`config.mk`:
```
export PLATFORM = sky130hd
export DESIGN_NAME = dpram_port_host
export DESIGN_NICKNAME = d
export VERILOG_FILES = /design/src/verilog/dpram_host_pkg.sv /design/src/verilog/dpram_port_host.sv /design/src/verilog/dpram_lane_decode.sv
export SDC_FILE = /design/constraint.sdc
export NUM_CORES = 1
export LEC_CHECK = 0
export BUFFER_PORTS_ARGS = -buffer_cell sky130_fd_sc_hd__buf_2
export CAP_MARGIN = 20
export CORE_MARGIN = 2
export CORE_UTILIZATION = 52
export CTS_CLUSTER_DIAMETER = 80
export DETAILED_ROUTE_END_ITERATION = 8
export PLACE_DENSITY = 0.95
export RECOVER_POWER = 50
export REMOVE_ABC_BUFFERS = 1
export SLEW_MARGIN = 20
export SYNTH_ARGS = -nofsm -noshare
export SYNTH_HDL_FRONTEND = slang
export SYNTH_SLANG_ARGS = --single-unit
export TNS_END_PERCENT = 50
```
`constraint.sdc`:
```
create_clock -name clk_i -period 2.8 [get_ports clk_i]
set_input_delay 0.14 -clock clk_i [delete_from_list [all_inputs] [get_ports clk_i]]
set_output_delay 0.14 -clock clk_i [all_outputs]
set_load 0.01 [all_outputs]
```
`src/verilog/dpram_host_pkg.sv`:
```
/*
 * Constants for the host-side port controller of an asynchronous
 * dual-port static RAM: pin widths, semaphore layout, strobe timing.
 * Assumes a 200 MHz system clock.
 */
package dpram_host_pkg;
    localparam int unsigned CLK_PERIOD_NS   = 5;
    localparam int unsigned ADDR_WIDTH      = 12;
    localparam int unsigned DATA_WIDTH      = 16;
    localparam int unsigned BYTE_WIDTH      = 8;
    localparam int unsigned SEM_COUNT       = 8;
    localparam int unsigned SEM_SEL_WIDTH   = 3;
    localparam int unsigned SEM_DATA_BIT    = 0;
    // Setup, strobe and recovery times of one access
    localparam int unsigned SETUP_NS        = 10;
    localparam int unsigned STROBE_NS       = 20;
    localparam int unsigned RECOVER_NS      = 10;
    localparam int unsigned SETUP_CYC   = (SETUP_NS + CLK_PERIOD_NS - 1) / CLK_PERIOD_NS;
    localparam int unsigned STROBE_CYC  = (STROBE_NS + CLK_PERIOD_NS - 1) / CLK_PERIOD_NS;
    localparam int unsigned RECOVER_CYC = (RECOVER_NS + CLK_PERIOD_NS - 1) / CLK_PERIOD_NS;
    localparam int unsigned CNT_WIDTH       = 4;
    localparam logic [1:0]  LANES_NONE      = 2'h0;
endpackage

```
`src/verilog/dpram_port_host.sv`:
```
/*
 * Host controller for one port of an asynchronous dual-port SRAM.
 * Takes word, byte and semaphore requests, sequences the pins and
 * returns read data. Assumes the pins are sampled synchronously and
 * that the far port is not addressing the same word.
 */
// How it works
// - Upper-byte write: selects upper lane only, drives lines 8-15, lower lane floats.
// - Lower-byte write: selects lower lane only, drives lines 0-7, upper lane floats.
// - Plain access holds only for distinct addresses; caller keeps ports apart.
// - Semaphore write: line 0 captured at read/write rising edge.
`timescale 1ns/1ps
`default_nettype none
module dpram_port_host
#(
    parameter int unsigned ADDR_WIDTH = dpram_host_pkg::ADDR_WIDTH,
    parameter int unsigned DATA_WIDTH = dpram_host_pkg::DATA_WIDTH
)
(
    input  wire logic                  clk_i,
    input  wire logic                  rst_i,
    input  wire logic                  req_valid_i,
    input  wire logic                  req_write_i,
    input  wire logic                  req_sem_i,
    input  wire logic [1:0]            req_lanes_i,
    input  wire logic [ADDR_WIDTH-1:0] req_addr_i,
    input  wire logic [DATA_WIDTH-1:0] req_wdata_i,
    output logic                       req_ready_o,
    output logic                       rsp_valid_o,
    output logic [DATA_WIDTH-1:0]      rsp_rdata_o,
    output logic                       chip_select_n_o,
    output logic                       read_write_o,
    output logic                       output_enable_n_o,
    output logic                       upper_byte_select_n_o,
    output logic                       lower_byte_select_n_o,
    output logic                       semaphore_select_n_o,
    output logic [ADDR_WIDTH-1:0]      address_o,
    input  wire logic [DATA_WIDTH-1:0] data_lines_i,
    output logic [DATA_WIDTH-1:0]      data_lines_o,
    output logic [1:0]                 data_lines_oe_n_o
);
    localparam int unsigned BW = dpram_host_pkg::BYTE_WIDTH;

    // Refuse widths and counts the sequencer cannot serve
    if (DATA_WIDTH != 2 * BW || ADDR_WIDTH < dpram_host_pkg::SEM_SEL_WIDTH
        || dpram_host_pkg::STROBE_CYC > 2 ** dpram_host_pkg::CNT_WIDTH)
    begin : g_width_check
        $error("dpram_port_host: unsupported widths");
    end

    typedef enum logic [3:0] {
        IDLE    = 4'h1,
        SETUP   = 4'h2,
        STROBE  = 4'h4,
        RECOVER = 4'h8
    } state_t;

    // ******************************
    // Request latch and sequencing
    // ******************************
    state_t                              state;
    logic [dpram_host_pkg::CNT_WIDTH-1:0] count;
    logic                                is_write;
    logic                                is_sem;
    logic [1:0]                          lanes;
    logic                                dec_cs_n;
    logic                                dec_ub_n;
    logic                                dec_lb_n;
    logic                                dec_sem_n;
    logic                                dec_rw;

    function automatic logic [dpram_host_pkg::CNT_WIDTH-1:0] cyc(input int unsigned n);
        cyc = dpram_host_pkg::CNT_WIDTH'(n - 1);
    endfunction

    dpram_lane_decode u_decode
    (
        .sem_i                 (is_sem),
        .write_i               (is_write),
        .lanes_i               (lanes),
        .chip_select_n_o       (dec_cs_n),
        .upper_byte_select_n_o (dec_ub_n),
        .lower_byte_select_n_o (dec_lb_n),
        .semaphore_select_n_o  (dec_sem_n),
        .read_write_o          (dec_rw)
    );

    always_ff @(posedge clk_i)
    begin
        if (rst_i)
        begin
            state    <= IDLE;
            count    <= '0;
            is_write <= 1'b0;
            is_sem   <= 1'b0;
            lanes    <= dpram_host_pkg::LANES_NONE;
        end
        else
        begin
            case (state)
                IDLE:
                begin
                    // Empty lane mask on a memory access is dropped
                    if (req_valid_i && (req_sem_i || req_lanes_i != dpram_host_pkg::LANES_NONE))
                    begin
                        state    <= SETUP;
                        count    <= cyc(dpram_host_pkg::SETUP_CYC);
                        is_write <= req_write_i;
                        is_sem   <= req_sem_i;
                        lanes    <= req_sem_i ? 2'h3 : req_lanes_i;
                    end
                end
                SETUP:
                begin
                    if (count == '0)
                    begin
                        state <= STROBE;
                        count <= cyc(dpram_host_pkg::STROBE_CYC);
                    end
                    else
                        count <= count - 1'b1;
                end
                STROBE:
                begin
                    if (count == '0)
                    begin
                        state <= RECOVER;
                        count <= cyc(dpram_host_pkg::RECOVER_CYC);
                    end
                    else
                        count <= count - 1'b1;
                end
                RECOVER:
                begin
                    if (count == '0)
                        state <= IDLE;
                    else
                        count <= count - 1'b1;
                end
                default:
                    state <= IDLE;
            endcase
        end
    end

    always_ff @(posedge clk_i)
    begin
        if (rst_i)
            req_ready_o <= 1'b0;
        else
            req_ready_o <= (state == IDLE) && !req_valid_i;
    end

    // ******************************
    // Pin drive
    // ******************************
    logic active;
    assign active = (state == SETUP) || (state == STROBE);

    always_ff @(posedge clk_i)
    begin
        if (rst_i)
        begin
            chip_select_n_o       <= 1'b1;
            semaphore_select_n_o  <= 1'b1;
            upper_byte_select_n_o <= 1'b1;
            lower_byte_select_n_o <= 1'b1;
            read_write_o          <= 1'b1;
            output_enable_n_o     <= 1'b1;
            address_o             <= '0;
            data_lines_o          <= '0;
            data_lines_oe_n_o     <= 2'h3;
        end
        else if (state == IDLE && req_valid_i)
        begin
            address_o    <= req_addr_i;
            data_lines_o <= req_sem_i ? DATA_WIDTH'(req_wdata_i[dpram_host_pkg::SEM_DATA_BIT])
                                      : req_wdata_i;
        end
        else if (active)
        begin
            chip_select_n_o       <= dec_cs_n;
            semaphore_select_n_o  <= dec_sem_n;
            upper_byte_select_n_o <= dec_ub_n;
            lower_byte_select_n_o <= dec_lb_n;
            // Write strobe low only during STROBE; rises into RECOVER
            read_write_o      <= dec_rw | (state == SETUP && count != '0 ? 1'b1 : 1'b0)
                                 | (state == STROBE && count == '0);
            output_enable_n_o <= is_write || (state == STROBE && count == '0);
            data_lines_oe_n_o <= is_write ? ~lanes : 2'h3;
        end
        else
        begin
            chip_select_n_o       <= 1'b1;
            semaphore_select_n_o  <= 1'b1;
            upper_byte_select_n_o <= 1'b1;
            lower_byte_select_n_o <= 1'b1;
            read_write_o          <= 1'b1;
            output_enable_n_o     <= 1'b1;
            data_lines_oe_n_o     <= 2'h3;
        end
    end

    // ******************************
    // Read capture
    // ******************************
    logic capture;
    assign capture = (state == STROBE) && (count == '0) && !is_write;

    always_ff @(posedge clk_i)
    begin
        if (rst_i)
        begin
            rsp_valid_o <= 1'b0;
            rsp_rdata_o <= '0;
        end
        else
        begin
            rsp_valid_o <= capture;
            if (capture)
            begin
                rsp_rdata_o[DATA_WIDTH-1:BW] <= lanes[1] ? data_lines_i[DATA_WIDTH-1:BW]
                                                         : {BW{1'b0}};
                rsp_rdata_o[BW-1:0]          <= lanes[0] ? data_lines_i[BW-1:0]
                                                         : {BW{1'b0}};
            end
        end
    end

    // ******************************
    // Assertions
    // ******************************
    a_sem_forbidden: assert property (@(posedge clk_i) disable iff (rst_i)
        !semaphore_select_n_o |-> chip_select_n_o && upper_byte_select_n_o
                                   && lower_byte_select_n_o)
        else $error("semaphore select with chip and byte select low");
    a_upper_write: assert property (@(posedge clk_i) disable iff (rst_i)
        (!read_write_o && !upper_byte_select_n_o && lower_byte_select_n_o)
        |-> data_lines_oe_n_o == 2'h1)
        else $error("upper write drives wrong lanes");
    a_lower_write: assert property (@(posedge clk_i) disable iff (rst_i)
        (!read_write_o && upper_byte_select_n_o && !lower_byte_select_n_o)
        |-> data_lines_oe_n_o == 2'h2)
        else $error("lower write drives wrong lanes");
    a_read_floats: assert property (@(posedge clk_i) disable iff (rst_i)
        !output_enable_n_o |-> data_lines_oe_n_o == 2'h3 && read_write_o)
        else $error("host drives lines during read");
    a_read_returns: assert property (@(posedge clk_i) disable iff (rst_i)
        capture |=> rsp_valid_o ##1 !rsp_valid_o)
        else $error("read response not one pulse");
    a_sem_addr: assert property (@(posedge clk_i) disable iff (rst_i)
        $fell(semaphore_select_n_o) |-> $stable(address_o))
        else $error("semaphore address moves under select");
    a_sem_wdata: assert property (@(posedge clk_i) disable iff (rst_i)
        (!semaphore_select_n_o && data_lines_oe_n_o == 2'h0)
        |-> data_lines_o[DATA_WIDTH-1:1] == '0)
        else $error("semaphore write data not on line 0");
    a_idle_quiet: assert property (@(posedge clk_i) disable iff (rst_i)
        (state == IDLE) ##1 (state == IDLE) |-> chip_select_n_o && semaphore_select_n_o
                                               && data_lines_oe_n_o == 2'h3)
        else $error("pins active while idle");
    a_strobe_len: assert property (@(posedge clk_i) disable iff (rst_i)
        $rose(state == STROBE) |-> (state == STROBE) [*4] ##1 (state == RECOVER))
        else $error("strobe length wrong");

    c_mem_write: cover property (@(posedge clk_i) disable iff (rst_i)
        !read_write_o && !chip_select_n_o);
    c_mem_read: cover property (@(posedge clk_i) disable iff (rst_i)
        capture && !is_sem);
    c_sem_write: cover property (@(posedge clk_i) disable iff (rst_i)
        !read_write_o && !semaphore_select_n_o);
    c_sem_read: cover property (@(posedge clk_i) disable iff (rst_i)
        capture && is_sem);
endmodule
`default_nettype wire

```
`src/verilog/dpram_lane_decode.sv`:
```
/*
 * Combinational decode of one request into the active-low byte selects,
 * read/write and semaphore select levels of the memory port.
 * Assumes lane mask bit 1 is the upper byte, bit 0 the lower byte.
 */
`timescale 1ns/1ps
`default_nettype none
module dpram_lane_decode
(
    input  wire logic       sem_i,
    input  wire logic       write_i,
    input  wire logic [1:0] lanes_i,
    output logic            chip_select_n_o,
    output logic            upper_byte_select_n_o,
    output logic            lower_byte_select_n_o,
    output logic            semaphore_select_n_o,
    output logic            read_write_o
);
    always_comb
    begin
        read_write_o = ~write_i;
        if (sem_i)
        begin
            // Semaphore: chip and both bytes deselected
            chip_select_n_o       = 1'b1;
            upper_byte_select_n_o = 1'b1;
            lower_byte_select_n_o = 1'b1;
            semaphore_select_n_o  = 1'b0;
        end
        else
        begin
            chip_select_n_o       = 1'b0;
            upper_byte_select_n_o = ~lanes_i[1];
            lower_byte_select_n_o = ~lanes_i[0];
            semaphore_select_n_o  = 1'b1;
        end
    end
endmodule
`default_nettype wire

```
Word-level counts from Yosys, hierarchy flattened
Cells that the tools add are included.

operators by class
  reductions and logical operators = 18
  muxes and demuxes = 27
  bitwise gates (word level) = 6
  add/sub/neg operators = 1
  eq/ne operators = 9

operators by type and width
  operator             count
  $mux 4               8
  $pmux 4 s4           2
  $mux 16              1
  $mux 8               2
  $mux 1               11
  $ne 2x2->1 const B   5
  $reduce_bool 4->1    2
  $logic_and 1x1->1    6
  $mux 2               3
  $eq 4x1->1 const B   1
  $eq 4x2->1 const B   1
  $eq 4x3->1 const B   1
  $eq 4x4->1 const B   1
  $logic_not 4->1      1
  $reduce_and 4->1     1
  $sub 4x1->4 const B  1
  $logic_or 1x1->1     3
  $not 1->1            3
  $reduce_and 3->1     1
  $logic_not 1->1      2
  $not 2->2            1
  $or 1x1->1           2
  $reduce_and 2->1     1
  $reduce_bool 2->1    1

word-level totals
  input bits = 51
  flip-flop bits (word level) = 66
  output and inout bits = 54
  word-level logic and storage cells = 78

Longest topological paths before layout
  depth after elaboration = 6
  depth in mapped cells = 8
  mapped depth without buffers = 7

Modules after synthesis
A second synthesis with hierarchy kept.

second synthesis, totals
  cells, all modules = 320
  area total of the unflattened synthesis = 2671.3 sq um

by module, submodules not included
  module             sequential area each (sq um)  cells each  area each (sq um)  times used
  dpram_port_host    1321.3                        315         2643.8             1
  dpram_lane_decode  0.0                           5           27.5               1

Least setup slack after synthesis
No wires, ideal clock.

  path type = register to register
  start point = register count[0] (netlist bit)
  end point = register read_write_o
  stages on the path, launching flop included = 8
  period minus slack after synthesis = 1756 ps
  arrival = 1636 ps
  data required time = 2680 ps
  path slack = 1044 ps
  path buffers = 0
  cell sequence = dfxtp_1 -> inv_1 -> ha_1 -> or3b_4 -> or2_0 -> a211oi_2 -> a21oi_1 -> or2_1

on the way
  cells in the longest elaborated chain, start to end = 6
  elaborated cells between the ends (all ways) = 8
  those cells by class = mux: 2; bitwise: 2; reduce/logical: 4

ends and longest elaborated chain
  element                   RTL line                text
  start: declaration        dpram_port_host.sv:62   logic [dpram_host_pkg::CNT_WIDTH-1:0] count;
  start signal: assignment  dpram_port_host.sv:107  count <= cyc(dpram_host_pkg::SETUP_CYC);
  start signal: assignment  dpram_port_host.sv:118  count <= cyc(dpram_host_pkg::STROBE_CYC);
  start signal: assignment  dpram_port_host.sv:121  count <= count - 1'b1;
  $reduce_bool 4->1         dpram_port_host.sv:187  read_write_o <= dec_rw | (state == SETUP && count != '0 ? 1'b1 : 1'b0)
  $logic_and 1x1->1         dpram_port_host.sv:187
  $mux 1                    dpram_port_host.sv:187
  $or 1x1->1                dpram_port_host.sv:187
  $or 1x1->1 (*)            dpram_port_host.sv:188  | (state == STROBE && count == '0);
  $mux 1 (*)                dpram_port_host.sv:180  else if (active)
  end signal: assignment    dpram_port_host.sv:187
  end: declaration          dpram_port_host.sv:32   output logic read_write_o,

Every way passes the cells marked *; elsewhere a longest branch is shown, timed or not.
A chain may end at the register's enable or synchronous reset.

Worst setup path after layout
  start point = register state[3]
  end point = register count[2] (netlist bit)

on the way
  cells in the longest elaborated chain, start to end = 3
  elaborated cells between the ends (all ways) = 9
  those cells by class = eq/ne: 6; mux: 1; reduce/logical: 2

ends and longest elaborated chain
  element                                                                  RTL line                text
  start: declaration                                                       dpram_port_host.sv:61   state_t state;
  start signal: assignment                                                 dpram_port_host.sv:92   state <= IDLE;
  start signal: assignment                                                 dpram_port_host.sv:106  state <= SETUP;
  start signal: assignment                                                 dpram_port_host.sv:117  state <= STROBE;
  $eq 4x1->1 (tied with other cells)                                       dpram_port_host.sv:100  case (state)
  $reduce_bool 4->1 (no source line) / $ne 2x2->1 (equally long branches)  -
  $reduce_and 3->1 (no source line)                                        -

Parallel ways exist; a longest one is shown, timed or not.

==> run summary <==
In the synthesized netlist the async set-or-reset flop fraction comes to 0%. For this run, the leading register cell type out of synthesis is sky130_fd_sc_hd__dfxtp_1. After clock tree synthesis, the flow added hold-fix buffers numbering 0.

The run finished with clean final reports. The minimum setup slack in the final design was 0.806 ns; the weighted congestion at the end of routability-driven global placement was 0.829. Most common cell after layout, fill and taps aside: sky130_fd_sc_hd__nand2_1. The worst hold endpoint was req_ready_o.

The largest area contributor in the netlist was sky130_fd_sc_hd__dfxtp_1. Max-cap violations in this run came to 0. The number of nets in the final layout was 471; the slew of the pin with the lowest slew margin was 0.743 ns. Setup repair after global routing left no endpoint under its margin. Post-route clock period utilization: 71.2%. In the layout the commonest cells are sky130_fd_sc_hd__nand2_1 (67), sky130_fd_sc_hd__dfxtp_1 (66), sky130_fd_sc_hd__clkbuf_1 (56), sky130_fd_sc_hd__a21oi_1 (52), sky130_fd_sc_hd__buf_2 (50). Static timing analysis puts the maximum clock frequency at 501 MHz. The critical hold path startpoint was req_valid_i. The tools report the total of cells resized after clock tree synthesis as 0. The die is 75.7 um wide. The utilization after layout is 65.1%.

The worst setup path is launched from a register. The number of fill cells in the layout came out at 473. In this run the worst setup path begins at state[3]. The run gives 0 ns as the summed negative setup slack over all endpoints.

For this run, the register share of the synthesized area comes to 49.4%. The logs give 0 for the number of warning messages in the yosys log and 0 for the final hold violation count. The logs give 0 for the post-detailed-route count of antenna-violating nets and 477 for the placed instance count. The run gives 0.355 mV as the worst-case vdd ir drop. Counting cells, the worst reg-to-reg path comes to 5. Number of port buffers: 104.

Of all nets on the critical path, the largest fanout is 12. The die height came out at 75.7 um. The H-tree depth came out at 3. Global routing used 22.2% of the available tracks. The initial antenna violation count is 0, and the total standard cell area after synthesis is 2670 sq um. The tools report the endpoint of the worst register-to-register path as count[2].

The cell at the root of the clock tree was sky130_fd_sc_hd__clkbuf_8. The synthesized design contains 66 register bits. Power spread over the standard cell area amounts to 569 nW/um^2.

The setup slack after placement was 0.829 ns. Post-CTS timing repair inserted 0 buffers for setup. The number of different library cells used by synthesis comes to 41. The finished layout holds 493 standard cells, fillers aside.

The number of global-route vias before repair was 2306; the via density per instance was 5.22. The cell count after synthesis was 325; the total DRC errors in the routed layout was 0. The proportion of layout cells with a drive suffix above 1 came out at 17.5%. The synthesized design contains 0 enable-type register cells. The synthesized design devotes to its leading area cell type 49.4% of total area.

The worst hold path was traced through 2 stages. Sorting the synthesized cells by area gives the leading types as sky130_fd_sc_hd__dfxtp_1 (49%), sky130_fd_sc_hd__a21oi_1 (9.7%), sky130_fd_sc_hd__nand2_1 (9.4%). Class of the tightest hold or removal check: input port to register.

The worst register-to-register path has a setup slack of 0.81 ns. The tools report the initial detailed-routing violation count as 120. Area growth from synthesis to layout: 22.7%. The logs give 26 for the floorplan row count and 1.24 nW for the static leakage power. The first global-routing pass estimated 9620 um of wire. The run gives 0 as the number of pins exceeding their max-slew limit in the final report.

Dividing the detail-routed wire length by the instance count gives 12.9 um. The largest net degree at the start of global routing is 39. Summing over every cut layer, the via total after detailed routing is 2575. In this run the tightest slew margin relative to its limit is 50.5%. The time the worst path needs with I/O delays and setup was 1.99 ns; the data required time at the worst endpoint was 3.01 ns. The worst-skew pair later-pin latency was 0.33 ns; the area of the die was 5730 sq um.

Pin placement for this block handled 105 I/O pins. Global routing finished with a remaining overflow of 0. Detailed placement finished with a half-perimeter wire length of 4340 um.

The tools report the worst path arrival time as 2.21 ns. The number of antenna diodes in the final layout is 0. Averaged over all synthesized cells, the footprint is 8.23 sq um. TritonCTS built the clock tree. In this run, CTS created clock tree buffers numbering 9.

In this run the critical register-to-register path is launched from state[3]. Once the floorplan was initialized, standard cells occupied 53.0% of the core. STA classifies the critical path endpoint as a register. The CTS sink count came out at 66.

By startpoint and endpoint, the worst setup path is classified as register to register. The tools report the wire length reported by the detailed router as 6350 um. The tools report the detailed-routing iteration count for the pre-antenna-repair pass as 4. Setup violations remaining at the end of the flow were counted as 0. After clock tree synthesis, the clock-pin slew on the worst setup and hold paths is 0.07 ns. Between clock sinks in the finished design, the worst skew comes to 0.00870 ns.

The number of buffers on the longest clock path was 2; the core outline area was 5040 sq um.
## power breakdown
group	leakage, nW	switching, mW	total (mW)	internal, mW
logic	0.622	0.125	0.208	0.0828
clock network	0.0831	0.339	0.657	0.318
registers	0.537	0.0306	1.00	0.972
## state kept, by name, indices dropped and copies added (netlist names)
name / count
data_lines_o: 16
rsp_rdata_o: 16
address_o: 12
count: 4
state: 4
data_lines_oe_n_o: 2
lanes: 2
chip_select_n_o: 1
is_sem: 1
is_write: 1
lower_byte_select_n_o: 1
output_enable_n_o: 1
read_write_o: 1
req_ready_o: 1
rsp_valid_o: 1
semaphore_select_n_o: 1
upper_byte_select_n_o: 1
## logic make-up after synthesis
kind of cell             Yosys count  synth area share [%]
AND/OR/NAND/NOR                  155                  29.1
AO/OA/AOI/OAI                     71                  15.1
flip-flops                        66                  49.4
buffers and inverters             29                  4.77
adder cells (fa/ha/maj)            2                 0.936
XOR/XNOR                           1                 0.328
multiplexers                       1                 0.374
## how the worst max path moves through the flow
stage,end
finish,count[2]
global route,rsp_rdata_o[4]
CTS,rsp_rdata_o[7]
detailed placement,rsp_rdata_o[3]
global placement,count[3]
floorplan,lower_byte_select_n_o
## cell usage after synthesis (2+ instances only)
cell,n
sky130_fd_sc_hd__a211o_1,2
sky130_fd_sc_hd__a211oi_1,2
sky130_fd_sc_hd__a211oi_2,2
sky130_fd_sc_hd__a21oi_1,52
sky130_fd_sc_hd__and4b_1,2
sky130_fd_sc_hd__buf_2,9
sky130_fd_sc_hd__buf_4,2
sky130_fd_sc_hd__clkbuf_1,14
sky130_fd_sc_hd__dfxtp_1,66
sky130_fd_sc_hd__ha_1,2
sky130_fd_sc_hd__inv_1,4
sky130_fd_sc_hd__nand2_1,67
sky130_fd_sc_hd__nand2b_1,4
sky130_fd_sc_hd__nand3_1,20
sky130_fd_sc_hd__nand3b_1,15
sky130_fd_sc_hd__nor2_1,21
sky130_fd_sc_hd__nor2b_1,5
sky130_fd_sc_hd__nor3_2,2
sky130_fd_sc_hd__nor4_1,4
sky130_fd_sc_hd__o21ai_0,5
sky130_fd_sc_hd__o21bai_1,2
sky130_fd_sc_hd__or2_1,2
sky130_fd_sc_hd__or2_2,2
sky130_fd_sc_hd__or3_1,2
## layer usage
layer	up-vias	wire [um]	global-route usage, %
met5	-	0	0
met4	0	37	8.97
met3	2	491	6.35
met2	102	3060	38.4
met1	1181	2760	26.0
li1	1290	-	-
## metrics by stage
stage	hold WS (ns)	total power, mW	instance area (sq um)
final	0.0319	1.87	3280
after detailed placement	0.361	1.24	3190
after global routing	0.0279	1.96	3280
after global placement	0.364	1.23	3190
after floorplan	0.209	1.13	2560
after CTS	0.0121	1.89	3350
## area by class of cell
type	count	area (sq um)	share of cell area, %
clock inverter	5	31.3	0.953
timing repair buffer	107	473	14.4
tap	70	87.6	2.67
multi-input combinational	230	1220	37.2
clock buffer	11	131	4.00
sequential	66	1320	40.3
inverter	4	15.0	0.457
## worst max-delay path, cell delays in order (launching register included)
cell and delay (ns):
sky130_fd_sc_hd__dfxtp_1 0.43, sky130_fd_sc_hd__nor2_1 0.26, sky130_fd_sc_hd__and4b_1 0.50, sky130_fd_sc_hd__a211oi_2 0.18, sky130_fd_sc_hd__nor2b_1 0.19, sky130_fd_sc_hd__a211o_1 0.32
(Power assumes the default switching activity.)
